[config.mk]
export PLATFORM = sky130hd
export DESIGN_NAME = mdc_top
export DESIGN_NICKNAME = d
export VERILOG_FILES = /design/src/hdl/mdc_pkg.sv /design/src/hdl/mdc_route.sv /design/src/hdl/mdc_top.sv
export SDC_FILE = /design/constraint.sdc
export NUM_CORES = 1
export LEC_CHECK = 0
export ABC_AREA = 1
export BUFFER_PORTS_ARGS = -buffer_cell sky130_fd_sc_hd__buf_2
export CORE_MARGIN = 8
export CORE_UTILIZATION = 30
export DETAILED_ROUTE_END_ITERATION = 16
export GPL_ROUTABILITY_DRIVEN = 0
export MAX_ROUTING_LAYER = met4
export SLEW_MARGIN = 30
export SYNTH_ARGS = -nofsm -noshare
export SYNTH_HDL_FRONTEND = slang
export SYNTH_SLANG_ARGS = --single-unit
[constraint.sdc]
create_clock -name ref_clk_i -period 3.15 [get_ports ref_clk_i]
set_clock_uncertainty 0.1 [all_clocks]
set_input_delay 0 -clock ref_clk_i [delete_from_list [all_inputs] [get_ports ref_clk_i]]
set_output_delay 0 -clock ref_clk_i [all_outputs]
set_load 0.05 [all_outputs]
[src/hdl/mdc_pkg.sv]
// Shared constants and types for the motor driver I/O configuration block
package mdc_pkg;
   localparam int AW = 8;
   localparam int DW = 32;
   localparam int PW = 24;
   localparam int CW = 7;

   localparam logic [AW-1:0] CFG_OFF = 8'h00;
   localparam logic [AW-1:0] OUTSEL_OFF = 8'h04;
   localparam logic [AW-1:0] PRESET_OFF = 8'h08;
   localparam logic [AW-1:0] AREA1_OFF = 8'h0c;
   localparam logic [AW-1:0] AREA2_OFF = 8'h10;
   localparam logic [AW-1:0] ENC_OFF = 8'h14;
   localparam logic [AW-1:0] CUR_OFF = 8'h18;
   localparam logic [AW-1:0] LINK_OFF = 8'h1c;
   localparam logic [AW-1:0] STAT_OFF = 8'h20;

   // Configuration word, bit 0 is start_src
   typedef struct packed {
      logic ot_decel;
      logic sensor_a_nc;
      logic origin_nc;
      logic limit_nc;
      logic ot_en;
      logic release_nc;
      logic data_src;
      logic motion_src;
      logic excite_src;
      logic home_preset_sel;
      logic excite_pol;
      logic stop_nc;
      logic [1:0] stop_action;
      logic stop_en;
      logic start_src;
   } mdc_cfg_s;
   localparam logic [15:0] CFG_RST = 16'h0b97;

   // Commands written over the serial link, bit 0 is start
   typedef struct packed {
      logic [3:0] rout;
      logic [5:0] data_sel;
      logic jog_neg;
      logic jog_pos;
      logic home;
      logic excite;
      logic stop;
      logic start;
   } mdc_link_s;
   localparam logic [15:0] LINK_RST = 16'h0000;

   typedef struct packed {
      logic start;
      logic stop;
      logic excite;
      logic home;
      logic jog_pos;
      logic jog_neg;
      logic [5:0] data_sel;
      logic winding_release;
      logic limit_pos;
      logic limit_neg;
      logic origin_sensor;
      logic sensor_a;
   } mdc_wired_s;

   typedef struct packed {
      logic step_phase_timing;
      logic ready;
      logic warning_flag;
      logic at_origin;
      logic encoder_zero_phase;
      logic misstep;
      logic overheat;
      logic homing;
      logic standstill;
   } mdc_stat_s;

   typedef struct packed {
      logic start;
      logic stop_imm;
      logic stop_decel;
      logic current_off;
      logic excite;
      logic home;
      logic preset;
      logic jog_pos;
      logic jog_neg;
      logic [5:0] data_sel;
      logic ot_imm;
      logic ot_decel;
      logic origin;
      logic sensor_a;
      logic limit_pos;
      logic limit_neg;
   } mdc_cmd_s;

   localparam logic [1:0] STOP_IMM = 2'h0;
   localparam logic [1:0] STOP_DECEL = 2'h1;
   localparam logic [1:0] STOP_IMM_OFF = 2'h2;
   localparam logic [1:0] STOP_DECEL_OFF = 2'h3;

   localparam logic [4:0] OSEL_AREA = 5'h05;
   localparam logic [4:0] OSEL_TIM = 5'h06;
   localparam logic [4:0] OSEL_READY = 5'h07;
   localparam logic [4:0] OSEL_WARN = 5'h08;
   localparam logic [4:0] OSEL_ORIGIN = 5'h09;
   localparam logic [4:0] OSEL_ZERO = 5'h0a;
   localparam logic [4:0] OSEL_ROUT1 = 5'h0b;
   localparam logic [4:0] OSEL_ROUT2 = 5'h0c;
   localparam logic [4:0] OSEL_MISSTEP = 5'h0d;
   localparam logic [4:0] OSEL_HEAT = 5'h0e;
   localparam logic [4:0] OSEL_ROUT3 = 5'h0f;
   localparam logic [4:0] OSEL_ROUT4 = 5'h10;
   localparam logic [31:0] OUTSEL_RST = 32'h09080705;

   localparam logic [CW-1:0] RUN_MIN = 7'h05;
   localparam logic [CW-1:0] RUN_MAX = 7'h64;
   localparam logic [CW-1:0] HOLD_MIN = 7'h05;
   localparam logic [CW-1:0] HOLD_MAX = 7'h32;
   localparam logic [PW-1:0] POS_RST = 24'h000000;
endpackage

[src/hdl/mdc_route.sv]
// Contact polarity and source selection for a group of command inputs
`timescale 1ns/1ps
module mdc_route #(
   parameter int W = 1
) (
   input wire logic [W-1:0] wired_i,
   input wire logic [W-1:0] link_i,
   input wire logic nc_i,
   input wire logic use_wired_i,
   output logic [W-1:0] y_o
);
   wire logic [W-1:0] active_w;

   // Break contact reads as active when the line is open
   assign active_w = wired_i ^ {W{nc_i}};
   assign y_o = use_wired_i ? active_w : link_i;
endmodule

[src/hdl/mdc_top.sv]
// Motor driver I/O configuration: register file, input routing and output selection
//
// The register addresses and strobed register access were decided locally.
`timescale 1ns/1ps
// Notes on behaviour
// - Start comes from link when setting is 0, wired when 1; resets to 1.
// - Wired stop ignored when disabled; link stop always acts.
// - Stop code: 0 immediate, 1 decelerate, 2/3 same plus current off (3 only at standstill).
// - Stop input is make contact at 0, break at 1; resets to break.
// - Link excite 1 energises at polarity 0; polarity 1 inverts; resets 0.
// - With link excitation, power-up state follows the polarity setting.
// - Each general output shows the function its code selects.
// - Output codes reset to 5, 7, 8 and 9.
// - Shared input is origin-return at 0, position preset at 1; resets 0.
// - Excitation from link at 0, from wired input at 1; resets 1.
// - Origin-return and jog requests from link at 0, wired at 1.
// - Six data select bits from link at 0, wired at 1; resets 1.
// - Winding-release input make at 0, break at 1; resets 0.
// - Overtravel from limits when enabled; limits always act while homing.
// - Limit, origin and sensor_a inputs make at 0, break at 1.
// - Overtravel stops immediately at 0, decelerates at 1; resets 0.
// - Signed 24-bit preset position, resets to zero.
// - Position-window output while position lies between the two areas.
// - Signed 24-bit encoder counter preset, resets to zero.
// - Running current 5 to 100 percent, resets to 100.
// - Standstill current 5 to 50 percent, resets to 50.
module mdc_top (
   input wire logic ref_clk_i,
   input wire logic nrst_i,
   input wire logic [mdc_pkg::AW-1:0] addr_i,
   input wire logic [mdc_pkg::DW-1:0] wdata_i,
   input wire logic wr_i,
   input wire logic rd_i,
   output logic [mdc_pkg::DW-1:0] rdata_o,
   input wire mdc_pkg::mdc_wired_s wired_i,
   input wire mdc_pkg::mdc_stat_s stat_i,
   input wire logic signed [mdc_pkg::PW-1:0] motor_pos_i,
   output mdc_pkg::mdc_cmd_s cmd_o,
   output logic [3:0] gen_out_o,
   output logic [mdc_pkg::PW-1:0] preset_pos_o,
   output logic [mdc_pkg::PW-1:0] enc_preset_o,
   output logic [mdc_pkg::CW-1:0] run_cur_o,
   output logic [mdc_pkg::CW-1:0] hold_cur_o,
   output logic [mdc_pkg::CW-1:0] cur_o
);
   mdc_pkg::mdc_cfg_s cfg_r;
   mdc_pkg::mdc_link_s link_r;
   logic [31:0] outsel_r;
   logic signed [mdc_pkg::PW-1:0] area1_r;
   logic signed [mdc_pkg::PW-1:0] area2_r;
   mdc_pkg::mdc_cmd_s cmd_nxt;
   logic [3:0] gen_nxt;
   logic [mdc_pkg::DW-1:0] rdata_nxt;

   wire logic wr_cfg;
   wire logic wr_outsel;
   wire logic wr_preset;
   wire logic wr_area1;
   wire logic wr_area2;
   wire logic wr_enc;
   wire logic wr_cur;
   wire logic wr_link;
   wire logic [mdc_pkg::DW-1:0] rd_mux;

   // Register write decode
   assign wr_cfg = wr_i && (addr_i == mdc_pkg::CFG_OFF);
   assign wr_outsel = wr_i && (addr_i == mdc_pkg::OUTSEL_OFF);
   assign wr_preset = wr_i && (addr_i == mdc_pkg::PRESET_OFF);
   assign wr_area1 = wr_i && (addr_i == mdc_pkg::AREA1_OFF);
   assign wr_area2 = wr_i && (addr_i == mdc_pkg::AREA2_OFF);
   assign wr_enc = wr_i && (addr_i == mdc_pkg::ENC_OFF);
   assign wr_cur = wr_i && (addr_i == mdc_pkg::CUR_OFF);
   assign wr_link = wr_i && (addr_i == mdc_pkg::LINK_OFF);

   function automatic logic [mdc_pkg::CW-1:0] clamp(input logic [mdc_pkg::CW-1:0] v,
      input logic [mdc_pkg::CW-1:0] lo, input logic [mdc_pkg::CW-1:0] hi);
      clamp = (v < lo) ? lo : ((v > hi) ? hi : v);
   endfunction

   // Configuration registers
   always_ff @(posedge ref_clk_i) begin
      if (!nrst_i) begin
         cfg_r <= mdc_pkg::CFG_RST;
         outsel_r <= mdc_pkg::OUTSEL_RST;
         link_r <= mdc_pkg::LINK_RST;
      end else begin
         if (wr_cfg) begin
            cfg_r <= wdata_i[15:0];
         end
         if (wr_outsel) begin
            outsel_r <= wdata_i & 32'h1f1f1f1f;
         end
         if (wr_link) begin
            link_r <= wdata_i[15:0];
         end
      end
   end

   // Position and current settings
   always_ff @(posedge ref_clk_i) begin
      if (!nrst_i) begin
         preset_pos_o <= mdc_pkg::POS_RST;
         area1_r <= mdc_pkg::POS_RST;
         area2_r <= mdc_pkg::POS_RST;
         enc_preset_o <= mdc_pkg::POS_RST;
         run_cur_o <= mdc_pkg::RUN_MAX;
         hold_cur_o <= mdc_pkg::HOLD_MAX;
      end else begin
         if (wr_preset) begin
            preset_pos_o <= wdata_i[23:0];
         end
         if (wr_area1) begin
            area1_r <= wdata_i[23:0];
         end
         if (wr_area2) begin
            area2_r <= wdata_i[23:0];
         end
         if (wr_enc) begin
            enc_preset_o <= wdata_i[23:0];
         end
         if (wr_cur) begin
            run_cur_o <= clamp(wdata_i[6:0], mdc_pkg::RUN_MIN, mdc_pkg::RUN_MAX);
            hold_cur_o <= clamp(wdata_i[14:8], mdc_pkg::HOLD_MIN, mdc_pkg::HOLD_MAX);
         end
      end
   end

   // Input routing: polarity first, then source
   wire logic start_w;
   wire logic stop_wired_w;
   wire logic excite_wired_w;
   wire logic [2:0] motion_w;
   wire logic [5:0] data_w;
   wire logic release_w;
   wire logic [1:0] limit_w;
   wire logic origin_w;
   wire logic sensor_a_w;

   mdc_route #(.W(1)) u_start (
      .wired_i(wired_i.start), .link_i(link_r.start), .nc_i(1'b0),
      .use_wired_i(cfg_r.start_src), .y_o(start_w));
   mdc_route #(.W(1)) u_stop (
      .wired_i(wired_i.stop), .link_i(1'b0), .nc_i(cfg_r.stop_nc),
      .use_wired_i(1'b1), .y_o(stop_wired_w));
   mdc_route #(.W(1)) u_excite (
      .wired_i(wired_i.excite), .link_i(1'b0), .nc_i(1'b0),
      .use_wired_i(1'b1), .y_o(excite_wired_w));
   mdc_route #(.W(3)) u_motion (
      .wired_i({wired_i.home, wired_i.jog_pos, wired_i.jog_neg}),
      .link_i({link_r.home, link_r.jog_pos, link_r.jog_neg}), .nc_i(1'b0),
      .use_wired_i(cfg_r.motion_src), .y_o(motion_w));
   mdc_route #(.W(6)) u_data (
      .wired_i(wired_i.data_sel), .link_i(link_r.data_sel), .nc_i(1'b0),
      .use_wired_i(cfg_r.data_src), .y_o(data_w));
   mdc_route #(.W(1)) u_release (
      .wired_i(wired_i.winding_release), .link_i(1'b0), .nc_i(cfg_r.release_nc),
      .use_wired_i(1'b1), .y_o(release_w));
   mdc_route #(.W(2)) u_limit (
      .wired_i({wired_i.limit_pos, wired_i.limit_neg}), .link_i(2'h0),
      .nc_i(cfg_r.limit_nc), .use_wired_i(1'b1), .y_o(limit_w));
   mdc_route #(.W(1)) u_origin (
      .wired_i(wired_i.origin_sensor), .link_i(1'b0), .nc_i(cfg_r.origin_nc),
      .use_wired_i(1'b1), .y_o(origin_w));
   mdc_route #(.W(1)) u_sensor_a (
      .wired_i(wired_i.sensor_a), .link_i(1'b0), .nc_i(cfg_r.sensor_a_nc),
      .use_wired_i(1'b1), .y_o(sensor_a_w));

   // Stop, overtravel and excitation decisions
   wire logic stop_w;
   wire logic ot_w;
   wire logic excite_w;
   wire logic signed [mdc_pkg::PW-1:0] lo_w;
   wire logic signed [mdc_pkg::PW-1:0] hi_w;
   wire logic area_w;

   assign stop_w = (cfg_r.stop_en && stop_wired_w) || link_r.stop;
   assign ot_w = (limit_w != 2'h0) && (cfg_r.ot_en || stat_i.homing);
   assign excite_w = !release_w && (cfg_r.excite_src ? excite_wired_w :
      (link_r.excite ^ cfg_r.excite_pol));
   assign lo_w = (area1_r < area2_r) ? area1_r : area2_r;
   assign hi_w = (area1_r < area2_r) ? area2_r : area1_r;
   assign area_w = (motor_pos_i >= lo_w) && (motor_pos_i <= hi_w);

   always_comb begin
      cmd_nxt.start = start_w;
      cmd_nxt.stop_imm = stop_w && !cfg_r.stop_action[0];
      cmd_nxt.stop_decel = stop_w && cfg_r.stop_action[0];
      cmd_nxt.current_off = stop_w && ((cfg_r.stop_action == mdc_pkg::STOP_IMM_OFF) ||
         ((cfg_r.stop_action == mdc_pkg::STOP_DECEL_OFF) && stat_i.standstill));
      cmd_nxt.excite = excite_w;
      cmd_nxt.home = motion_w[2] && !cfg_r.home_preset_sel;
      cmd_nxt.preset = motion_w[2] && cfg_r.home_preset_sel;
      cmd_nxt.jog_pos = motion_w[1];
      cmd_nxt.jog_neg = motion_w[0];
      cmd_nxt.data_sel = data_w;
      cmd_nxt.ot_imm = ot_w && !cfg_r.ot_decel;
      cmd_nxt.ot_decel = ot_w && cfg_r.ot_decel;
      cmd_nxt.origin = origin_w;
      cmd_nxt.sensor_a = sensor_a_w;
      cmd_nxt.limit_pos = limit_w[1];
      cmd_nxt.limit_neg = limit_w[0];
   end

   // General output function selection
   function automatic logic gsel(input logic [4:0] code, input logic area,
      input mdc_pkg::mdc_stat_s s, input logic [3:0] r);
      case (code)
         mdc_pkg::OSEL_AREA: gsel = area;
         mdc_pkg::OSEL_TIM: gsel = s.step_phase_timing;
         mdc_pkg::OSEL_READY: gsel = s.ready;
         mdc_pkg::OSEL_WARN: gsel = s.warning_flag;
         mdc_pkg::OSEL_ORIGIN: gsel = s.at_origin;
         mdc_pkg::OSEL_ZERO: gsel = s.encoder_zero_phase;
         mdc_pkg::OSEL_ROUT1: gsel = r[0];
         mdc_pkg::OSEL_ROUT2: gsel = r[1];
         mdc_pkg::OSEL_MISSTEP: gsel = s.misstep;
         mdc_pkg::OSEL_HEAT: gsel = s.overheat;
         mdc_pkg::OSEL_ROUT3: gsel = r[2];
         mdc_pkg::OSEL_ROUT4: gsel = r[3];
         default: gsel = 1'b0;
      endcase
   endfunction

   genvar gi;
   generate
      for (gi = 0; gi < 4; gi++) begin : g_out
         assign gen_nxt[gi] = gsel(outsel_r[8*gi +: 5], area_w, stat_i, link_r.rout);
      end
   endgenerate

   // Read multiplexer, zero for unmapped addresses
   assign rd_mux = (addr_i == mdc_pkg::CFG_OFF) ? {16'h0000, cfg_r} :
      (addr_i == mdc_pkg::OUTSEL_OFF) ? outsel_r :
      (addr_i == mdc_pkg::PRESET_OFF) ? {{8{preset_pos_o[23]}}, preset_pos_o} :
      (addr_i == mdc_pkg::AREA1_OFF) ? {{8{area1_r[23]}}, area1_r} :
      (addr_i == mdc_pkg::AREA2_OFF) ? {{8{area2_r[23]}}, area2_r} :
      (addr_i == mdc_pkg::ENC_OFF) ? {{8{enc_preset_o[23]}}, enc_preset_o} :
      (addr_i == mdc_pkg::CUR_OFF) ? {17'h00000, hold_cur_o, 1'b0, run_cur_o} :
      (addr_i == mdc_pkg::LINK_OFF) ? {16'h0000, link_r} :
      (addr_i == mdc_pkg::STAT_OFF) ? {6'h00, area_w, gen_out_o, cmd_o} :
      32'h00000000;
   assign rdata_nxt = rd_i ? rd_mux : 32'h00000000;

   // Registered outputs
   always_ff @(posedge ref_clk_i) begin
      if (!nrst_i) begin
         cmd_o <= '0;
         gen_out_o <= 4'h0;
         rdata_o <= 32'h00000000;
         cur_o <= mdc_pkg::RUN_MAX;
      end else begin
         cmd_o <= cmd_nxt;
         gen_out_o <= gen_nxt;
         rdata_o <= rdata_nxt;
         cur_o <= stat_i.standstill ? hold_cur_o : run_cur_o;
      end
   end
endmodule

## Word-level counts from Yosys, hierarchy flattened

Index checks and enable logic that the tools add are counted.

| storage, ports and cells | value |
|---|---|
| bits in registers | 226 |
| input bits | 94 |
| word-level logic and storage cells | 178 |

| cells by class | value |
|---|---|
| bitwise operators | 8 |
| mux-type cells | 24 |
| order comparisons | 7 |
| reductions and logical operators | 31 |
| equal/unequal tests | 58 |

Operator list:

| kind | count |
|---|---|
| == test 5 x 4 -> 1 bit, second input constant | 32 |
| 2-to-1 mux 32 bit | 5 |
| 2-to-1 mux 26 bit | 3 |
| == test 5 x 3 -> 1 bit, second input constant | 12 |
| 2-to-1 mux 24 bit | 2 |
| one-hot mux 1 bit (12 select lines) | 4 |
| 2-to-1 mux 7 bit | 5 |
| == test 8 x 5 -> 1 bit, second input constant | 4 |
| >= comparator 24 bit | 1 |
| less-or-equal comparator 24 bit | 1 |
| < comparator 24 bit | 1 |
| == test 5 bit, second input constant | 4 |
| logical AND 1 bit | 20 |
| == test 8 x 4 -> 1 bit, second input constant | 2 |
| 2-to-1 mux 16 bit | 1 |
| < comparator 7 x 3 -> 1 bit, second input constant | 2 |
| == test 8 x 3 -> 1 bit, second input constant | 1 |
| == test 8 x 6 -> 1 bit, second input constant | 1 |
| zero test 8 bit | 1 |
| > comparator 7 x 6 -> 1 bit, second input constant | 1 |
| > comparator 7 bit, second input constant | 1 |
| 2-to-1 mux 6 bit | 1 |
| bitwise XOR 1 bit | 5 |
| == test 2 bit, second input constant | 2 |
| other kinds (9) | 16 |

## Longest topological paths before layout

| depth | value |
|---|---|
| depth after elaboration | 13 |
| mapped depth | 28 |

## Hierarchy

A second synthesis with hierarchy kept.

| second synthesis, totals | value |
|---|---|
| cells, all modules | 1,780 |
| area total of the unflattened synthesis | 12,503.2 sq um |

Modules (own cells, without submodules):

| module | times used | cells each | seq. area each (sq um) | area each (sq um) |
|---|---|---|---|---|
| mdc_top | 1 | 1,660 | 4,484.3 | 12,031.5 |
| mdc_route (u_excite ...) | 6 | 8 | 0.0 | 31.3 |
| mdc_route (u_data) | 1 | 38 | 0.0 | 150.1 |
| mdc_route (u_motion) | 1 | 20 | 0.0 | 78.8 |
| mdc_route (u_limit) | 1 | 14 | 0.0 | 55.1 |

## Worst setup path before layout

Ideal clock, no wire load.

| timing path | value |
|---|---|
| path kind | flip-flop to flip-flop |
| start point | register area2_r[23] in the netlist's numbering |
| end point | register rdata_o[25] in the netlist's numbering |
| path slack | -113 ps |
| arrival | 3,046 ps |
| path buffers | 2 |
| setup time | 117 ps |
| cell stages (with the launch flop) | 24 |
| period minus slack after synthesis | 3,263 ps |
| cell sequence | dfxtp_1 -> inv_1 -> ha_1 -> buf_4 -> nand4_1 -> nor3_2 -> o2111ai_4 -> nand2_4 -> nand2_4 -> buf_2 -> nand3_1 -> nand2_1 -> ha_1 -> nand2_1 -> nor2_1 -> nand4_1 -> nor2_1 -> nand2_1 -> nand4_1 -> nand3_1 -> nand3_1 -> nand4_1 -> nor2_1 -> nor2_1 |

| between the ends | value |
|---|---|
| cells in the longest elaborated chain, start to end | 12 |
| elaborated cells on any way between the ends | 14 |

RTL lines:

| item | line | RTL |
|---|---|---|
| start, declared | mdc_top.sv:50 | `logic signed [mdc_pkg::PW-1:0] area2_r;` |
| start signal, assigned | mdc_top.sv:104 | `area2_r <= mdc_pkg::POS_RST;` |
| start signal, assigned | mdc_top.sv:116 | `area2_r <= wdata_i[23:0];` |
| < comparator 24 bit | mdc_top.sv:180, mdc_top.sv:181 |  |
| 2-to-1 mux 24 bit, on equally long branches | mdc_top.sv:180, mdc_top.sv:181 |  |
| >= comparator 24 bit or less-or-equal comparator 24 bit (tied branches) | mdc_top.sv:182 | `assign area_w = (motor_pos_i >= lo_w) && (motor_pos_i <= hi_w);` |
| logical AND 1 bit | mdc_top.sv:182 |  |
| 2-to-1 mux 26 bit | mdc_top.sv:240 | `(addr_i == mdc_pkg::STAT_OFF) ? {6'h00, area_w, gen_out_o, cmd_o} :` |
| 2-to-1 mux 26 bit | mdc_top.sv:239 | `(addr_i == mdc_pkg::LINK_OFF) ? {16'h0000, link_r} :` |
| 2-to-1 mux 26 bit | mdc_top.sv:238 | `(addr_i == mdc_pkg::CUR_OFF) ? {17'h00000, hold_cur_o, 1'b0, run_cur_o} :` |
| 2-to-1 mux 32 bit | mdc_top.sv:237 | `(addr_i == mdc_pkg::ENC_OFF) ? {{8{enc_preset_o[23]}}, enc_preset_o} :` |
| 2-to-1 mux 32 bit (*) | mdc_top.sv:236 | `(addr_i == mdc_pkg::AREA2_OFF) ? {{8{area2_r[23]}}, area2_r} :` |
| 2-to-1 mux 32 bit (*) | mdc_top.sv:235 | `(addr_i == mdc_pkg::AREA1_OFF) ? {{8{area1_r[23]}}, area1_r} :` |
| 2-to-1 mux 32 bit (*) | mdc_top.sv:234 | `(addr_i == mdc_pkg::PRESET_OFF) ? {{8{preset_pos_o[23]}}, preset_pos_o} :` |
| 2-to-1 mux 32 bit (*) | mdc_top.sv:233 | `(addr_i == mdc_pkg::OUTSEL_OFF) ? outsel_r :` |
| end signal, assigned | mdc_top.sv:254 | `rdata_o <= rdata_nxt;` |
| end, declared | mdc_top.sv:34 | `output logic [mdc_pkg::DW-1:0] rdata_o,` |

Every way passes the cells marked *; elsewhere a longest branch is shown, timed or not.
A chain may end at the register's enable or synchronous reset.

## Worst setup path after layout

| timing path | value |
|---|---|
| start point | register area2_r[22] in the netlist's numbering |
| end point | register gen_out_o[3] |

| between the ends | value |
|---|---|
| cells in the longest elaborated chain, start to end | 5 |
| elaborated cells on any way between the ends | 7 |

RTL lines:

| item | line | RTL |
|---|---|---|
| < comparator 24 bit | mdc_top.sv:180, mdc_top.sv:181 |  |
| 2-to-1 mux 24 bit, on equally long branches | mdc_top.sv:180, mdc_top.sv:181 |  |
| >= comparator 24 bit or less-or-equal comparator 24 bit (tied branches) | mdc_top.sv:182 |  |
| logical AND 1 bit (*) | mdc_top.sv:182 |  |
| one-hot mux 1 bit (12 select lines) (*) | mdc_top.sv:207 | `case (code)` |
| end signal, assigned | mdc_top.sv:253 | `gen_out_o <= gen_nxt;` |
| end, declared | mdc_top.sv:39 | `output logic [3:0] gen_out_o,` |

Marks and branches as above.

==> impl_metrics.py <==
metrics = {
    "grt": {
        "grt_max_degree": 124,
        "antenna_found_initial": 2,
        "grt_pass1_vias": 13100,
        "grt_usage": 0.217,
        "overflow": 0,
        "grt_pass1_wl_mm": 77.8,
    },
    "synthesis": {
        "syn_area_um2": 11900,
        "synth_edf_count": 0,
        "yosysSeqAreaShare": 0.378,
        "yosys_most_used_dff": "dfxtp_1",
        "postSynthCellCount": 1652,
        "synth_seq_cells": 224,
        "yosys.cell_types.count": 43,
        "synthArstFlopShare": 0,
        "synth_nets": 1817,
        "syn_area_per_cell_um2": 7.17,
        "yosys_warnings": 0,
    },
    "setup_path": {
        "slowest_delay_ps": 330,
        "crit_chain": "inv_2 > ha_4 > nand4_1 > nor3_4 > a21oi_2 > buf_4 > nand2_8 > nand2_8 > buf_12 > buf_16 > nand3_1 > nand2_2 > ha_4 > nand2_1 > buf_4 > buf_4 > buf_4 > nor2_1 > nand3_1 > nand3_4 > buf_6 > nand4_1 > a21oi_1",
        "start_kind": "flop",
        "cp.arrival_ps": 4020,
        "cp-end-kind": "flop",
        "critPathBufInv": 8,
        "worstPathMaxFanout": 16,
        "path_common_cell": "buf_4",
        "slowest_stage": "dfxtp_2",
        "crit_required_ps": 3500,
        "cp_top_family": "simple AND/OR/NAND/NOR gates",
        "critical_path_class": "reg2reg",
    },
    "cells_and_area": {
        "antennaDiodeCount": 0,
        "layout.area.seq_um2": 4510,
        "drive_gt1_frac": 0.285,
        "utilization": 0.426,
        "final_nets": 2182,
        "multiInputGateArea_um2": 7040,
        "design_area_um2": 16800,
        "num-fill-cells": 3898,
        "area_growth_pct": 41.6,
    },
    "die": {
        "die-width_um": 215,
        "start_util": 0.301,
        "die-height_um": 215,
        "dieArea_um2": 46100,
        "rows": 73,
        "ioPinCount": 220,
        "core_um2": 39400,
    },
    "placement": {
        "pre_cts_slack_ps": -572,
        "dpl-instance-area_um2": 14000,
        "io_buffers": 216,
        "dpl.hpwl_mm": 38.6,
    },
    "sta": {
        "slew_headroom": 0.454,
        "setup_slack_ps": -515,
        "fmax_ghz": 0.273,
        "hold_viol": 0,
        "setup_viol": 5,
        "grt_setup_unrepaired": "true",
        "drv_slew": 0,
        "worst_pin_slew_ps": 818,
        "period_share": 1.16,
        "tns_ps": -2320,
        "fin_crit_ps": 3660,
    },
    "drt": {
        "vias": 13500,
        "wl_per_cell_um": 20.1,
        "drt-total-wl_mm": 51.5,
        "drt_first_iter_violations": 1353,
        "detail-route-antenna-nets": 0,
        "viasPerCell": 5.29,
        "remaining_drc_errors": 0,
        "firstDrtPassIters": 6,
    },
    "pwr": {
        "total_leakage_power_uw": 0.00745,
        "powerDensity_nw_per_um2": 417,
        "ir_worst_vdd_mv": 0.371,
        "total_power_uw": 6990,
    },
    "clock_tree": {
        "cts_sinks": 224,
        "cts_root_buf": "clkbuf_16",
        "cts_tree": "built",
        "cts.path.max_buffers": 3,
        "clkTransAtPathRegs_ps": 70,
        "clock_latency_ps": 530,
        "cts_buffers": 24,
        "htreeDepth": 1,
    },
    "job": {
        "max-cap-violations": 0,
    },
    "run_status": {
        "status": "finished, violations left",
        "violations": "setup timing",
    },
    "hold_path": {
        "min_path_type": "in2reg",
    },
}
-- worst register-to-register path, cell delays in order (launching register included) --
cell and delay [ps]:
dfxtp_2 330, inv_2 50, ha_4 260, nand4_1 170, nor3_4 320, a21oi_2 120
buf_4 170, nand2_8 90, nand2_8 70, buf_12 140, buf_16 140, nand3_1 80
nand2_2 80, ha_4 270, nand2_1 60, buf_4 130, buf_4 120, buf_4 120
nor2_1 90, nand3_1 150, nand3_4 180, buf_6 120, nand4_1 80, a21oi_1 150
-- area by class of cell --
class	instances	share of cell area
flip-flops and latches	224	0.269
repair buffers	426	0.184
multi-input cells	1167	0.420
well taps	525	0.0392
clock buffers	32	0.0418
clock inverters	10	0.00776
inverters	174	0.0389
-- layer usage --
layer	up-vias	track usage	routed length (um)
li1	6385	-	-
met1	6328	0.265	21200
met2	680	0.347	23600
met3	127	0.0396	4130
met4	0	0.0930	2550
met5	-	-	0
-- power by group --
group          internal [uW]  switching [uW]  total [uW]
clock                   1800            1220        3020
sequential              2860            21.4        2880
combinational            452             641        1090
-- state kept, by name, summed over array words and instances, names as in the netlist, 16 cells and up --
signal / cells
cfg_r: 16
outsel_r: 20
rdata_o: 30
area2_r: 24
cmd_o: 21
enc_preset_o: 24
preset_pos_o: 24
area1_r: 24
link_r: 16
-- kinds of logic (layout without fill, tap and decap cells) --
logic type / Yosys count / count (layout) / synth area share
DFF: 224 / 224 / 0.378
and+or+nand+nor: 615 / 615 / 0.234
adders and majority gates: 71 / 71 / 0.0750
xor gates and xnor gates: 5 / 5 / 0.00370
buffers and inverters: 261 / 642 / 0.0886
AOI/OAI and AO/OA: 476 / 476 / 0.220
-- through the flow --
stage          cells  hold slack [ps]
2_1_floorplan   1652             30.4
3_3_place_gp    2406              138
3_5_place_dp    2406              141
4_1_cts         2554             27.9
5_1_grt         2558             44.3
6_report        2558             43.4
-- synthesized netlist by cell type (15+ instances only) --
cell type    n  area, um^2
nand4_1     24         150
o21ai_1     18        90.1
a21oi_1    208        1040
ha_1        71         888
o21ai_0    174         871
clkbuf_1    41         154
nand3_1    153         766
nor2_1      99         372
dfxtp_1    224        4480
inv_2       15        56.3
buf_2       35         175
inv_1      159         597
nor3_1      17        85.1
o211ai_1    33         248
nand2_1    282        1060
-- worst paths after layout --
check | slack [ps] | depth (start not counted) | end | start
hold reg to reg | 300 | 1 | cmd_o[5] | cfg_r[15]
hold / removal | 40 | 6 | rdata_o[13] | addr_i[2]
setup / recovery | -510 | 23 | gen_out_o[3] | area2_r[22]
setup reg to reg | -510 | 23 | gen_out_o[3] | area2_r[22]
-- repair_timing --
item                                    in CTS  in global routing
hold buffers                                74                  0
cloned                                       6                  0
setup buffers                               28                  5
resized for setup                           97                 66
pin swaps                                   57                 57
hold endpoints to repair                   196                  0
endpoints found under the setup margin       5                  5
-- placed cells by master, fill, tap and decap left out, types with 19 or more instances in the layout --
master | netlist | layout
nand2_1 | 282 | 250
buf_2 | 35 | 215
dfxtp_1 | 224 | 206
a21oi_1 | 208 | 198
o21ai_0 | 174 | 172
inv_1 | 159 | 147
nand3_1 | 153 | 131
buf_4 | 7 | 114
nor2_1 | 99 | 88
dlygate4sd3_1 | 0 | 74
ha_1 | 71 | 39
nand2_2 | 3 | 35
o211ai_1 | 33 | 33
ha_4 | 0 | 31
inv_2 | 15 | 27
clkbuf_16 | 0 | 25
nand4_1 | 24 | 24
nand3_2 | 5 | 23
o21ai_1 | 18 | 19
Power figures use the tool's default switching activity.
